File: config.mk
export PLATFORM = sky130hd
export DESIGN_NAME = ufc_top
export DESIGN_NICKNAME = d
export VERILOG_FILES = /design/src/ufc_pkg.sv /design/src/ufc_tx.sv /design/src/ufc_top.sv
export SDC_FILE = /design/constraint.sdc
export NUM_CORES = 1
export LEC_CHECK = 0
export BUFFER_PORTS_ARGS = -buffer_cell sky130_fd_sc_hd__buf_4
export CORE_MARGIN = 2
export CORE_UTILIZATION = 52
export DETAILED_ROUTE_END_ITERATION = 10
export GPL_ROUTABILITY_DRIVEN = 0
export GPL_TIMING_DRIVEN = 0
export PLACE_DENSITY_LB_ADDON = 0.25
export SYNTH_ARGS = -nofsm -noshare
export SYNTH_HDL_FRONTEND = slang
export SYNTH_HIERARCHICAL = 1
export SYNTH_SLANG_ARGS = --single-unit
File: constraint.sdc
create_clock -name sys_clk -period 1.99 [get_ports sys_clk]
set_input_delay 0.199 -clock sys_clk [delete_from_list [all_inputs] [get_ports sys_clk]]
set_output_delay 0.199 -clock sys_clk [all_outputs]
set_load 0.005 [all_outputs]
File: src/ufc_pkg.sv
// constants for the uart frame and handshake configuration block
package ufc_pkg;
    // ------------------------------------------------------------
    // bus and register map
    // ------------------------------------------------------------
    localparam int ADDR_W = 18;
    localparam logic [15:0] CFG_IDX = 16'h44ae;
    localparam logic [15:0] STAT_IDX = 16'h4500;
    localparam logic [15:0] TXD_IDX = 16'h4501;
    localparam logic [1:0] RESP_OKAY = 2'h0;
    localparam logic [1:0] RESP_SLVERR = 2'h2;
    // ------------------------------------------------------------
    // configuration fields
    // ------------------------------------------------------------
    localparam int CFG_W = 7;
    localparam logic [CFG_W-1:0] CFG_RST = 7'h00;
    localparam int B_RTS = 0;
    localparam int B_8BIT = 1;
    localparam int B_2STP = 2;
    localparam int B_PAR = 3;
    localparam int B_ODD = 4;
    localparam int B_FLOW = 5;
    localparam int B_AUTO = 6;
    // ------------------------------------------------------------
    // status fields
    // ------------------------------------------------------------
    localparam int S_CTS = 0;
    localparam int S_BUSY = 1;
    localparam int S_PEND = 2;
    localparam int S_RTS = 3;
    // ------------------------------------------------------------
    // frame timing
    // ------------------------------------------------------------
    localparam int CLK_HZ = 125000000;
    localparam int BAUD = 115200;
    localparam logic [15:0] BAUD_DIV = 16'(CLK_HZ / BAUD);
    localparam int FRAME_W = 12;
    localparam logic [3:0] LEN_BASE = 4'h9;
    typedef enum logic [1:0] {
        UFC_IDLE = 2'b01,
        UFC_SHIFT = 2'b10
    } ufc_tx_state_t;
endpackage

File: src/ufc_tx.sv
// serial character transmitter with configurable frame
`timescale 1ns/1ns
module ufc_tx
    import ufc_pkg::*;
(
    input wire logic sys_clk,
    input wire logic sys_rst,
    input wire logic start,
    input wire logic [7:0] data,
    input wire logic eight_bit_select,
    input wire logic parity_enable,
    input wire logic odd_parity_select,
    input wire logic two_stop_select,
    output logic txd,
    output logic busy
);
    ufc_tx_state_t state;
    logic [FRAME_W-1:0] sr;
    logic [3:0] len;
    logic [3:0] cnt;
    logic [15:0] baud;
    // ------------------------------------------------------------
    // frame assembly
    // ------------------------------------------------------------
    wire [7:0] dbits = eight_bit_select ? data : {1'b0, data[6:0]};
    wire par_bit = parity_enable ? (^dbits ^ odd_parity_select) : 1'b1;
    wire [FRAME_W-1:0] frame8 = {2'h3, par_bit, data, 1'b0};
    wire [FRAME_W-1:0] frame7 = {3'h7, par_bit, data[6:0], 1'b0};
    wire [3:0] next_len = LEN_BASE + {3'h0, eight_bit_select} + {3'h0, parity_enable}
        + {3'h0, two_stop_select};
    wire baud_end = (baud == BAUD_DIV - 16'h1);
    wire go = start && (state == UFC_IDLE);
    // ------------------------------------------------------------
    // shifter
    // ------------------------------------------------------------
    always_ff @(posedge sys_clk) begin
        if (sys_rst) begin
            state <= UFC_IDLE;
            sr <= '1;
            len <= 4'h0;
            cnt <= 4'h0;
            baud <= 16'h0;
            txd <= 1'b1;
            busy <= 1'b0;
        end else begin
            case (state)
                UFC_IDLE: begin
                    txd <= 1'b1;
                    if (go) begin
                        sr <= eight_bit_select ? frame8 : frame7;
                        len <= next_len;
                        cnt <= 4'h0;
                        baud <= 16'h0;
                        busy <= 1'b1;
                        state <= UFC_SHIFT;
                    end
                end
                UFC_SHIFT: begin
                    txd <= sr[0];
                    baud <= baud_end ? 16'h0 : baud + 16'h1;
                    if (baud_end) begin
                        sr <= {1'b1, sr[FRAME_W-1:1]};
                        cnt <= cnt + 4'h1;
                        if (cnt == len - 4'h1) begin
                            busy <= 1'b0;
                            state <= UFC_IDLE;
                        end
                    end
                end
                default: state <= UFC_IDLE;
            endcase
        end
    end
    // ------------------------------------------------------------
    // checks
    // ------------------------------------------------------------
    property p_odd_par;
        @(posedge sys_clk) disable iff (sys_rst)
        go && parity_enable && eight_bit_select |=> sr[9] == (^$past(data) ^ $past(odd_parity_select));
    endproperty
    a_odd_par: assert property (p_odd_par) else $error("parity sense wrong");
    property p_par_len;
        @(posedge sys_clk) disable iff (sys_rst)
        go |=> len == 4'h9 + {3'h0, $past(eight_bit_select)} + {3'h0, $past(parity_enable)}
            + {3'h0, $past(two_stop_select)};
    endproperty
    a_par_len: assert property (p_par_len) else $error("frame length wrong");
    property p_stop;
        @(posedge sys_clk) disable iff (sys_rst)
        go && !eight_bit_select && !parity_enable |=> sr[8] && sr[9] && sr[10];
    endproperty
    a_stop: assert property (p_stop) else $error("stop bits missing");
    property p_seven;
        @(posedge sys_clk) disable iff (sys_rst)
        go && !eight_bit_select |=> sr[7:0] == {$past(data[6:0]), 1'b0};
    endproperty
    a_seven: assert property (p_seven) else $error("seven bit frame wrong");
    c_frame: cover property (@(posedge sys_clk) disable iff (sys_rst) busy ##1 !busy);
endmodule

File: src/ufc_top.sv
// uart frame and handshake configuration with axi4-lite registers
`timescale 1ns/1ns
module ufc_top
    import ufc_pkg::*;
(
    input wire logic sys_clk,
    input wire logic sys_rst,
    input wire logic s_axi_awvalid,
    output logic s_axi_awready,
    input wire logic [ADDR_W-1:0] s_axi_awaddr,
    input wire logic [2:0] s_axi_awprot,
    input wire logic s_axi_wvalid,
    output logic s_axi_wready,
    input wire logic [31:0] s_axi_wdata,
    input wire logic [3:0] s_axi_wstrb,
    output logic s_axi_bvalid,
    input wire logic s_axi_bready,
    output logic [1:0] s_axi_bresp,
    input wire logic s_axi_arvalid,
    output logic s_axi_arready,
    input wire logic [ADDR_W-1:0] s_axi_araddr,
    input wire logic [2:0] s_axi_arprot,
    output logic s_axi_rvalid,
    input wire logic s_axi_rready,
    output logic [31:0] s_axi_rdata,
    output logic [1:0] s_axi_rresp,
    input wire logic clear_to_send_in_n,
    input wire logic rx_nearly_full,
    output logic request_to_send_out_n,
    output logic txd
);
    // ------------------------------------------------------------
    // state
    // ------------------------------------------------------------
    logic [CFG_W-1:0] uart_frame_config;
    logic [7:0] tx_byte;
    logic tx_pend;
    logic tx_busy;
    logic aw_got;
    logic w_got;
    logic [ADDR_W-1:0] aw_addr;
    logic [31:0] w_data;
    logic [3:0] w_strb;
    // ------------------------------------------------------------
    // decode
    // ------------------------------------------------------------
    wire handshake_enable = uart_frame_config[B_FLOW];
    wire auto_rts_enable = uart_frame_config[B_AUTO];
    wire manual_flow_request_level = uart_frame_config[B_RTS];
    wire cts_ok = !handshake_enable || !clear_to_send_in_n;
    wire launch = tx_pend && !tx_busy && cts_ok;
    wire next_rts_n = !handshake_enable ? 1'b1
        : auto_rts_enable ? rx_nearly_full
        : !manual_flow_request_level;
    wire aw_fire = s_axi_awvalid && s_axi_awready;
    wire w_fire = s_axi_wvalid && s_axi_wready;
    wire ar_fire = s_axi_arvalid && s_axi_arready;
    wire do_wr = aw_got && w_got && !s_axi_bvalid;
    wire [15:0] wr_idx = aw_addr[ADDR_W-1:2];
    wire [15:0] rd_idx = s_axi_araddr[ADDR_W-1:2];
    wire wr_cfg = do_wr && (wr_idx == CFG_IDX) && w_strb[0];
    wire wr_txd = do_wr && (wr_idx == TXD_IDX) && w_strb[0];
    wire wr_hit = (wr_idx == CFG_IDX) || (wr_idx == STAT_IDX) || (wr_idx == TXD_IDX);
    wire rd_hit = (rd_idx == CFG_IDX) || (rd_idx == STAT_IDX) || (rd_idx == TXD_IDX);
    wire [31:0] stat_word = {28'h0, !request_to_send_out_n, tx_pend, tx_busy, cts_ok};
    wire [31:0] rd_word = (rd_idx == CFG_IDX) ? {25'h0, uart_frame_config}
        : (rd_idx == STAT_IDX) ? stat_word
        : (rd_idx == TXD_IDX) ? {24'h0, tx_byte}
        : 32'h0;
    // ------------------------------------------------------------
    // write channel
    // ------------------------------------------------------------
    always_ff @(posedge sys_clk) begin
        if (sys_rst) begin
            s_axi_awready <= 1'b1;
            s_axi_wready <= 1'b1;
            s_axi_bvalid <= 1'b0;
            s_axi_bresp <= RESP_OKAY;
            aw_got <= 1'b0;
            w_got <= 1'b0;
            aw_addr <= '0;
            w_data <= 32'h0;
            w_strb <= 4'h0;
        end else begin
            if (aw_fire) begin
                aw_got <= 1'b1;
                aw_addr <= s_axi_awaddr;
                s_axi_awready <= 1'b0;
            end
            if (w_fire) begin
                w_got <= 1'b1;
                w_data <= s_axi_wdata;
                w_strb <= s_axi_wstrb;
                s_axi_wready <= 1'b0;
            end
            if (do_wr) begin
                aw_got <= 1'b0;
                w_got <= 1'b0;
                s_axi_bvalid <= 1'b1;
                s_axi_bresp <= wr_hit ? RESP_OKAY : RESP_SLVERR;
            end
            if (s_axi_bvalid && s_axi_bready) begin
                s_axi_bvalid <= 1'b0;
                s_axi_awready <= 1'b1;
                s_axi_wready <= 1'b1;
            end
        end
    end
    // ------------------------------------------------------------
    // read channel
    // ------------------------------------------------------------
    always_ff @(posedge sys_clk) begin
        if (sys_rst) begin
            s_axi_arready <= 1'b1;
            s_axi_rvalid <= 1'b0;
            s_axi_rdata <= 32'h0;
            s_axi_rresp <= RESP_OKAY;
        end else if (ar_fire) begin
            s_axi_arready <= 1'b0;
            s_axi_rvalid <= 1'b1;
            s_axi_rdata <= rd_word;
            s_axi_rresp <= rd_hit ? RESP_OKAY : RESP_SLVERR;
        end else if (s_axi_rvalid && s_axi_rready) begin
            s_axi_rvalid <= 1'b0;
            s_axi_arready <= 1'b1;
        end
    end
    // ------------------------------------------------------------
    // registers
    // ------------------------------------------------------------
    always_ff @(posedge sys_clk) begin
        if (sys_rst) begin
            uart_frame_config <= CFG_RST;
        end else if (wr_cfg) begin
            uart_frame_config <= w_data[CFG_W-1:0];
        end
    end
    // a new byte written while one waits replaces it; the write wins over the launch
    always_ff @(posedge sys_clk) begin
        if (sys_rst) begin
            tx_byte <= 8'h00;
            tx_pend <= 1'b0;
        end else if (wr_txd) begin
            tx_byte <= w_data[7:0];
            tx_pend <= 1'b1;
        end else if (launch) begin
            tx_pend <= 1'b0;
        end
    end
    // ------------------------------------------------------------
    // flow control output
    // ------------------------------------------------------------
    always_ff @(posedge sys_clk) begin
        if (sys_rst) begin
            request_to_send_out_n <= 1'b1;
        end else begin
            request_to_send_out_n <= next_rts_n;
        end
    end
    // ------------------------------------------------------------
    // transmitter
    // ------------------------------------------------------------
    ufc_tx u_tx (
        .sys_clk(sys_clk),
        .sys_rst(sys_rst),
        .start(launch),
        .data(tx_byte),
        .eight_bit_select(uart_frame_config[B_8BIT]),
        .parity_enable(uart_frame_config[B_PAR]),
        .odd_parity_select(uart_frame_config[B_ODD]),
        .two_stop_select(uart_frame_config[B_2STP]),
        .txd(txd),
        .busy(tx_busy)
    );
    // ------------------------------------------------------------
    // checks
    // ------------------------------------------------------------
    property p_flow_off;
        @(posedge sys_clk) disable iff (sys_rst)
        !handshake_enable |=> request_to_send_out_n;
    endproperty
    a_flow_off: assert property (p_flow_off) else $error("rts active with handshake off");
    property p_cts_forced;
        @(posedge sys_clk) disable iff (sys_rst)
        !handshake_enable && tx_pend && !tx_busy && !wr_txd |=> tx_busy && !tx_pend;
    endproperty
    a_cts_forced: assert property (p_cts_forced) else $error("send blocked with handshake off");
    property p_rts_set;
        @(posedge sys_clk) disable iff (sys_rst)
        handshake_enable && !auto_rts_enable && manual_flow_request_level |=> !request_to_send_out_n;
    endproperty
    a_rts_set: assert property (p_rts_set) else $error("rts not driven low");
    property p_rts_clr;
        @(posedge sys_clk) disable iff (sys_rst)
        handshake_enable && !auto_rts_enable && !manual_flow_request_level |=> request_to_send_out_n;
    endproperty
    a_rts_clr: assert property (p_rts_clr) else $error("rts not driven high");
    property p_auto;
        @(posedge sys_clk) disable iff (sys_rst)
        handshake_enable && auto_rts_enable |=> request_to_send_out_n == $past(rx_nearly_full);
    endproperty
    a_auto: assert property (p_auto) else $error("auto rts not followed");
    property p_cts_hold;
        @(posedge sys_clk) disable iff (sys_rst)
        handshake_enable && clear_to_send_in_n && !tx_busy |=> !tx_busy;
    endproperty
    a_cts_hold: assert property (p_cts_hold) else $error("char started without cts");
    property p_bresp;
        @(posedge sys_clk) disable iff (sys_rst)
        do_wr |=> s_axi_bvalid;
    endproperty
    a_bresp: assert property (p_bresp) else $error("write response dropped");
    // ------------------------------------------------------------
    // bus and transmit checks
    // ------------------------------------------------------------
    property p_wr_ok;
        @(posedge sys_clk) disable iff (sys_rst)
        do_wr && wr_hit |=> s_axi_bresp == RESP_OKAY;
    endproperty
    a_wr_ok: assert property (p_wr_ok) else $error("mapped write refused");
    property p_wr_err;
        @(posedge sys_clk) disable iff (sys_rst)
        do_wr && !wr_hit |=> s_axi_bvalid && s_axi_bresp == RESP_SLVERR;
    endproperty
    a_wr_err: assert property (p_wr_err) else $error("unmapped write not refused");
    property p_b_wait;
        @(posedge sys_clk) disable iff (sys_rst)
        s_axi_bvalid |-> !s_axi_awready && !s_axi_wready;
    endproperty
    a_b_wait: assert property (p_b_wait) else $error("write taken while response waits");
    property p_b_done;
        @(posedge sys_clk) disable iff (sys_rst)
        s_axi_bvalid && s_axi_bready |=> !s_axi_bvalid && s_axi_awready && s_axi_wready;
    endproperty
    a_b_done: assert property (p_b_done) else $error("write channel not freed");
    property p_aw_hold;
        @(posedge sys_clk) disable iff (sys_rst)
        aw_got |-> !s_axi_awready;
    endproperty
    a_aw_hold: assert property (p_aw_hold) else $error("second write address taken");
    property p_w_hold;
        @(posedge sys_clk) disable iff (sys_rst)
        w_got |-> !s_axi_wready;
    endproperty
    a_w_hold: assert property (p_w_hold) else $error("second write data taken");
    property p_ar_answer;
        @(posedge sys_clk) disable iff (sys_rst)
        ar_fire |=> s_axi_rvalid && !s_axi_arready;
    endproperty
    a_ar_answer: assert property (p_ar_answer) else $error("read not answered");
    property p_rd_ok;
        @(posedge sys_clk) disable iff (sys_rst)
        ar_fire && rd_hit |=> s_axi_rresp == RESP_OKAY;
    endproperty
    a_rd_ok: assert property (p_rd_ok) else $error("mapped read refused");
    property p_rd_err;
        @(posedge sys_clk) disable iff (sys_rst)
        ar_fire && !rd_hit |=> s_axi_rresp == RESP_SLVERR;
    endproperty
    a_rd_err: assert property (p_rd_err) else $error("unmapped read not refused");
    property p_r_done;
        @(posedge sys_clk) disable iff (sys_rst)
        s_axi_rvalid && s_axi_rready |=> !s_axi_rvalid && s_axi_arready;
    endproperty
    a_r_done: assert property (p_r_done) else $error("read channel not freed");
    property p_rd_upper;
        @(posedge sys_clk) disable iff (sys_rst)
        s_axi_rvalid |-> s_axi_rdata[31:8] == 24'h0;
    endproperty
    a_rd_upper: assert property (p_rd_upper) else $error("upper read bits not zero");
    property p_cfg_load;
        @(posedge sys_clk) disable iff (sys_rst)
        wr_cfg |=> uart_frame_config == $past(w_data[CFG_W-1:0]);
    endproperty
    a_cfg_load: assert property (p_cfg_load) else $error("config write lost");
    property p_cfg_hold;
        @(posedge sys_clk) disable iff (sys_rst)
        !wr_cfg |=> $stable(uart_frame_config);
    endproperty
    a_cfg_hold: assert property (p_cfg_hold) else $error("config changed without write");
    property p_pend_set;
        @(posedge sys_clk) disable iff (sys_rst)
        wr_txd |=> tx_pend;
    endproperty
    a_pend_set: assert property (p_pend_set) else $error("written byte not pending");
    property p_launch;
        @(posedge sys_clk) disable iff (sys_rst)
        launch |=> tx_busy;
    endproperty
    a_launch: assert property (p_launch) else $error("launch did not start transmitter");
    property p_cts_wait;
        @(posedge sys_clk) disable iff (sys_rst)
        handshake_enable && clear_to_send_in_n && tx_pend |=> tx_pend;
    endproperty
    a_cts_wait: assert property (p_cts_wait) else $error("pending byte lost without cts");
    property p_txd_idle;
        @(posedge sys_clk) disable iff (sys_rst)
        !tx_busy |=> txd;
    endproperty
    a_txd_idle: assert property (p_txd_idle) else $error("line not idle high");
    c_flow: cover property (@(posedge sys_clk) disable iff (sys_rst) handshake_enable && launch);
    c_block: cover property (@(posedge sys_clk) disable iff (sys_rst)
        (handshake_enable && tx_pend && clear_to_send_in_n) [*3] ##1 launch);
    c_slverr: cover property (@(posedge sys_clk) disable iff (sys_rst) s_axi_bvalid && s_axi_bresp == RESP_SLVERR);
    c_auto: cover property (@(posedge sys_clk) disable iff (sys_rst)
        auto_rts_enable && handshake_enable && $rose(request_to_send_out_n));
endmodule

==> reports/results.txt <==
Status: finished clean
Tmin final: 1.92 ns
Final worst slack: 0.0699 ns
Final Cycle Share: 0.965
Distinct cells, synth: 57
Crit end category: flop
Gr ovfl total: 0
Pleak: 2.25 nW
TritonCTS Buffers: 9
First-pass GRT wire length: 17600 um
CTS tree: done
Routed len/inst: 13.3 um
Leading area contributor after synthesis: dfxtp_1
Clk buf depth: 2
Routed WL: 10500 um
Clk Latency, worst-skew pair: 0.38 ns
Met1 Use GR: 0.286
Grt peak-use layer: met2
Post-route insts no fill: 788
Adder-cell area share of the yosys netlist: 0.0244
Post-Place Worst Slack: -0.0980 ns
Placeable Area: 8680 um^2
Worst hold slack: 0.0167 ns
GR Util met2: 0.360
Worst relative slew slack: 0.439
DR iter-0 viols: 203
Worst Path Arrival: 2.19 ns
Die ar.: 9660 um^2
Mux contribution to synthesized area: 0.00758
Startpoint types: flop
Yosys top cell area share: 0.420
Largest net degree at the start of global routing: 20
Fin. Hold Viols: 0
Remaining antenna violation count: 0
IO Pins: 130
Simple-gate portion of the synthesized area: 0.264
RSZ-0062 raised after global routing: yes
Setup Skew: 0.0139 ns
Maxcap violations: 0
Seq/Total Area, Yosys: 0.420
VDD IR max: 0.000358 V
Final core occ: 0.646
Die width: 98.3 um
Hold Crit Class: in2reg
Top post-synthesis cells by area: dfxtp_1, a21oi_1, nand2_1
Synthesized area: 4620 um^2
Global Route Usage Sum: 0.218
Slew @ Worst Pin: 0.835 ns
Fin. max-slew vios: 0
IO Port Bufs: 65
Dpl hpwl: 7910 um
Met3 Usage GRT: 0.0415
Post-synthesis xor/xnor area fraction: 0.0492
Layout cells sized above 1: 0.209
H-tree Lvls: 3
Placed Instances: 767
Critical path class: reg2reg
CTS Root Cell: clkbuf_8
P per Cell Area: 642 nW/um^2
Post-synth ARST share: 0
Initial Util: 0.533
Commonest register cell after synthesis: dfxtp_1
DRC violations left: 0
Req. time, crit path: 2.26 ns
Initial antenna violation count: 0
Vias per cell: 5.34
Post-synth EDFFs: 0
Number of global-route vias before repair: 3856
Synth top cells by count: dfxtp_1, nand2_1, a21oi_1, nand3_1, nor2_1
Synth warnings: 6
Layout Area Growth over Synthesis: 21.3%
Max Freq: 521 MHz
Die Ht: 98.3 um
DR pass1 iterations: 6
Most common cell in the synthesized netlist: dfxtp_1
Critical Path Fanout Max: 10
Vias: 4210
Setup Viol. Count Final: 0
Antenna diode count: 0
Post-Syn Instances: 569
Avg Inst Size Synth: 8.13 um^2
# rows: 34
Largest family of logic cells by synthesized area: simple AND/OR/NAND/NOR gates
CTS clock-pin slew for the worst setup and hold paths: 0.10 ns
Nets@finish: 771
CTS sink count: 97
Synth Area in Compound Gates: 0.147
CTS Hold Buffers Added: 0
Seq cells post-synth: 97
[sequential cells by signal, summed over array words and instances, names as in the netlist, 2 cells and up]
| name | flops |
|---|---|
| u_tx/len | 4 |
| u_tx/sr | 10 |
| u_tx/state | 2 |
| tx_byte | 8 |
| u_tx/baud | 16 |
| aw_addr | 16 |
| u_tx/cnt | 4 |
| s_axi_rdata | 8 |
| uart_frame_config | 7 |
| w_data | 8 |
[path summary, 6_finish.rpt]
| path | to | from | cells after the start | slack, ns |
|---|---|---|---|---|
| worst max register to register | u_tx/sr[9] | u_tx/state[0] | 7 | 0.07 |
| worst min register to register | u_tx/sr[1] | u_tx/sr[1] | 2 | 0.45 |
| worst min-delay path | s_axi_wready | s_axi_wvalid | 2 | 0.02 |
| worst max-delay path | u_tx/sr[9] | u_tx/state[0] | 7 | 0.07 |
[routing by layer]
layer / vias to the layer above / share of wire
met5: - / 0
met4: 0 / 0.018
met3: 25 / 0.045
met2: 121 / 0.48
met1: 1930 / 0.46
li1: 2134 / -
[layout by cell type (no fill, tap or decap), drive strengths merged, types with 2 or more instances in the layout]
| cell | synthesis | final |
|---|---|---|
| buf | 34 | 104 |
| dfxtp | 97 | 97 |
| nand2 | 87 | 87 |
| a21oi | 72 | 72 |
| nand3 | 48 | 48 |
| nor2 | 37 | 37 |
| clkbuf | 19 | 28 |
| inv | 21 | 27 |
| conb | 1 | 26 |
| o21ai | 25 | 25 |
| xnor2 | 19 | 19 |
| nor3 | 13 | 13 |
| ha | 9 | 9 |
| nand4 | 9 | 9 |
| xor2 | 7 | 7 |
| and3 | 6 | 6 |
| o221ai | 5 | 5 |
| nor2b | 5 | 5 |
| and2 | 5 | 5 |
| nor4 | 5 | 5 |
| nor4b | 5 | 5 |
| nand4b | 3 | 3 |
| or3 | 3 | 3 |
| nand2b | 3 | 3 |
| a311oi | 3 | 3 |
| and4 | 2 | 2 |
| or2 | 2 | 2 |
| mux2i | 2 | 2 |
| a31oi | 2 | 2 |
| o31a | 2 | 2 |
| nor4bb | 2 | 2 |
[final cells by class]
type	instances	area (um^2)
sequential	97	1940
fill	761	3070
multi-input combinational	423	2410
timing repair buffer	70	526
buffer	53	324
clock buffer	9	124
tap	108	135
inverter	21	78.8
clock inverter	7	67.6
[critical path, cell delays in order, from the launching register on]
cell and delay [ns]:
dfxtp_1 0.37, inv_1 0.05, ha_1 0.22, clkbuf_1 0.24
nor3_2 0.60, nand3_1 0.14, nor2_1 0.11, a21oi_1 0.07
[power by group]
part	leakage, nW	internal, mW	switching, mW	total, mW
Sequential	0.789	1.99	0.0343	2.02
Clock	0.0966	0.494	0.773	1.27
Combinational	1.36	0.164	0.150	0.314
Total	2.25	2.65	0.957	3.60
[per-stage QoR]
step / power [mW] / TNS, ns / cell area (um^2)
final: 3.60 / 0 / 5610
after global routing: 3.75 / -0.0355 / 5610
after CTS: 3.62 / 0 / 5560
after detailed placement: 2.37 / -0.221 / 5340
after global placement: 2.37 / -0.0460 / 5340
after floorplan: 2.23 / 0 / 4720
[cells by family (layout without fill, tap and decap cells)]
group,Yosys count,count (layout)
muxes,3,3
adders and majority gates,9,9
xor gates and xnor gates,26,26
buffers and inverters,74,160
other,1,26
and+or+nand+nor,239,239
AOI/OAI and AO/OA,120,120
DFF,97,97
[what timing repair did]
action                                 in CTS  in global routing
gates resized for setup                     3                  7
pin swaps                                   0                  1
setup buffers                               1                  4
gates cloned                                0                  0
setup endpoints to repair                  12                 25
endpoints found under the hold margin       0                  0
(Power assumes the default switching activity.)
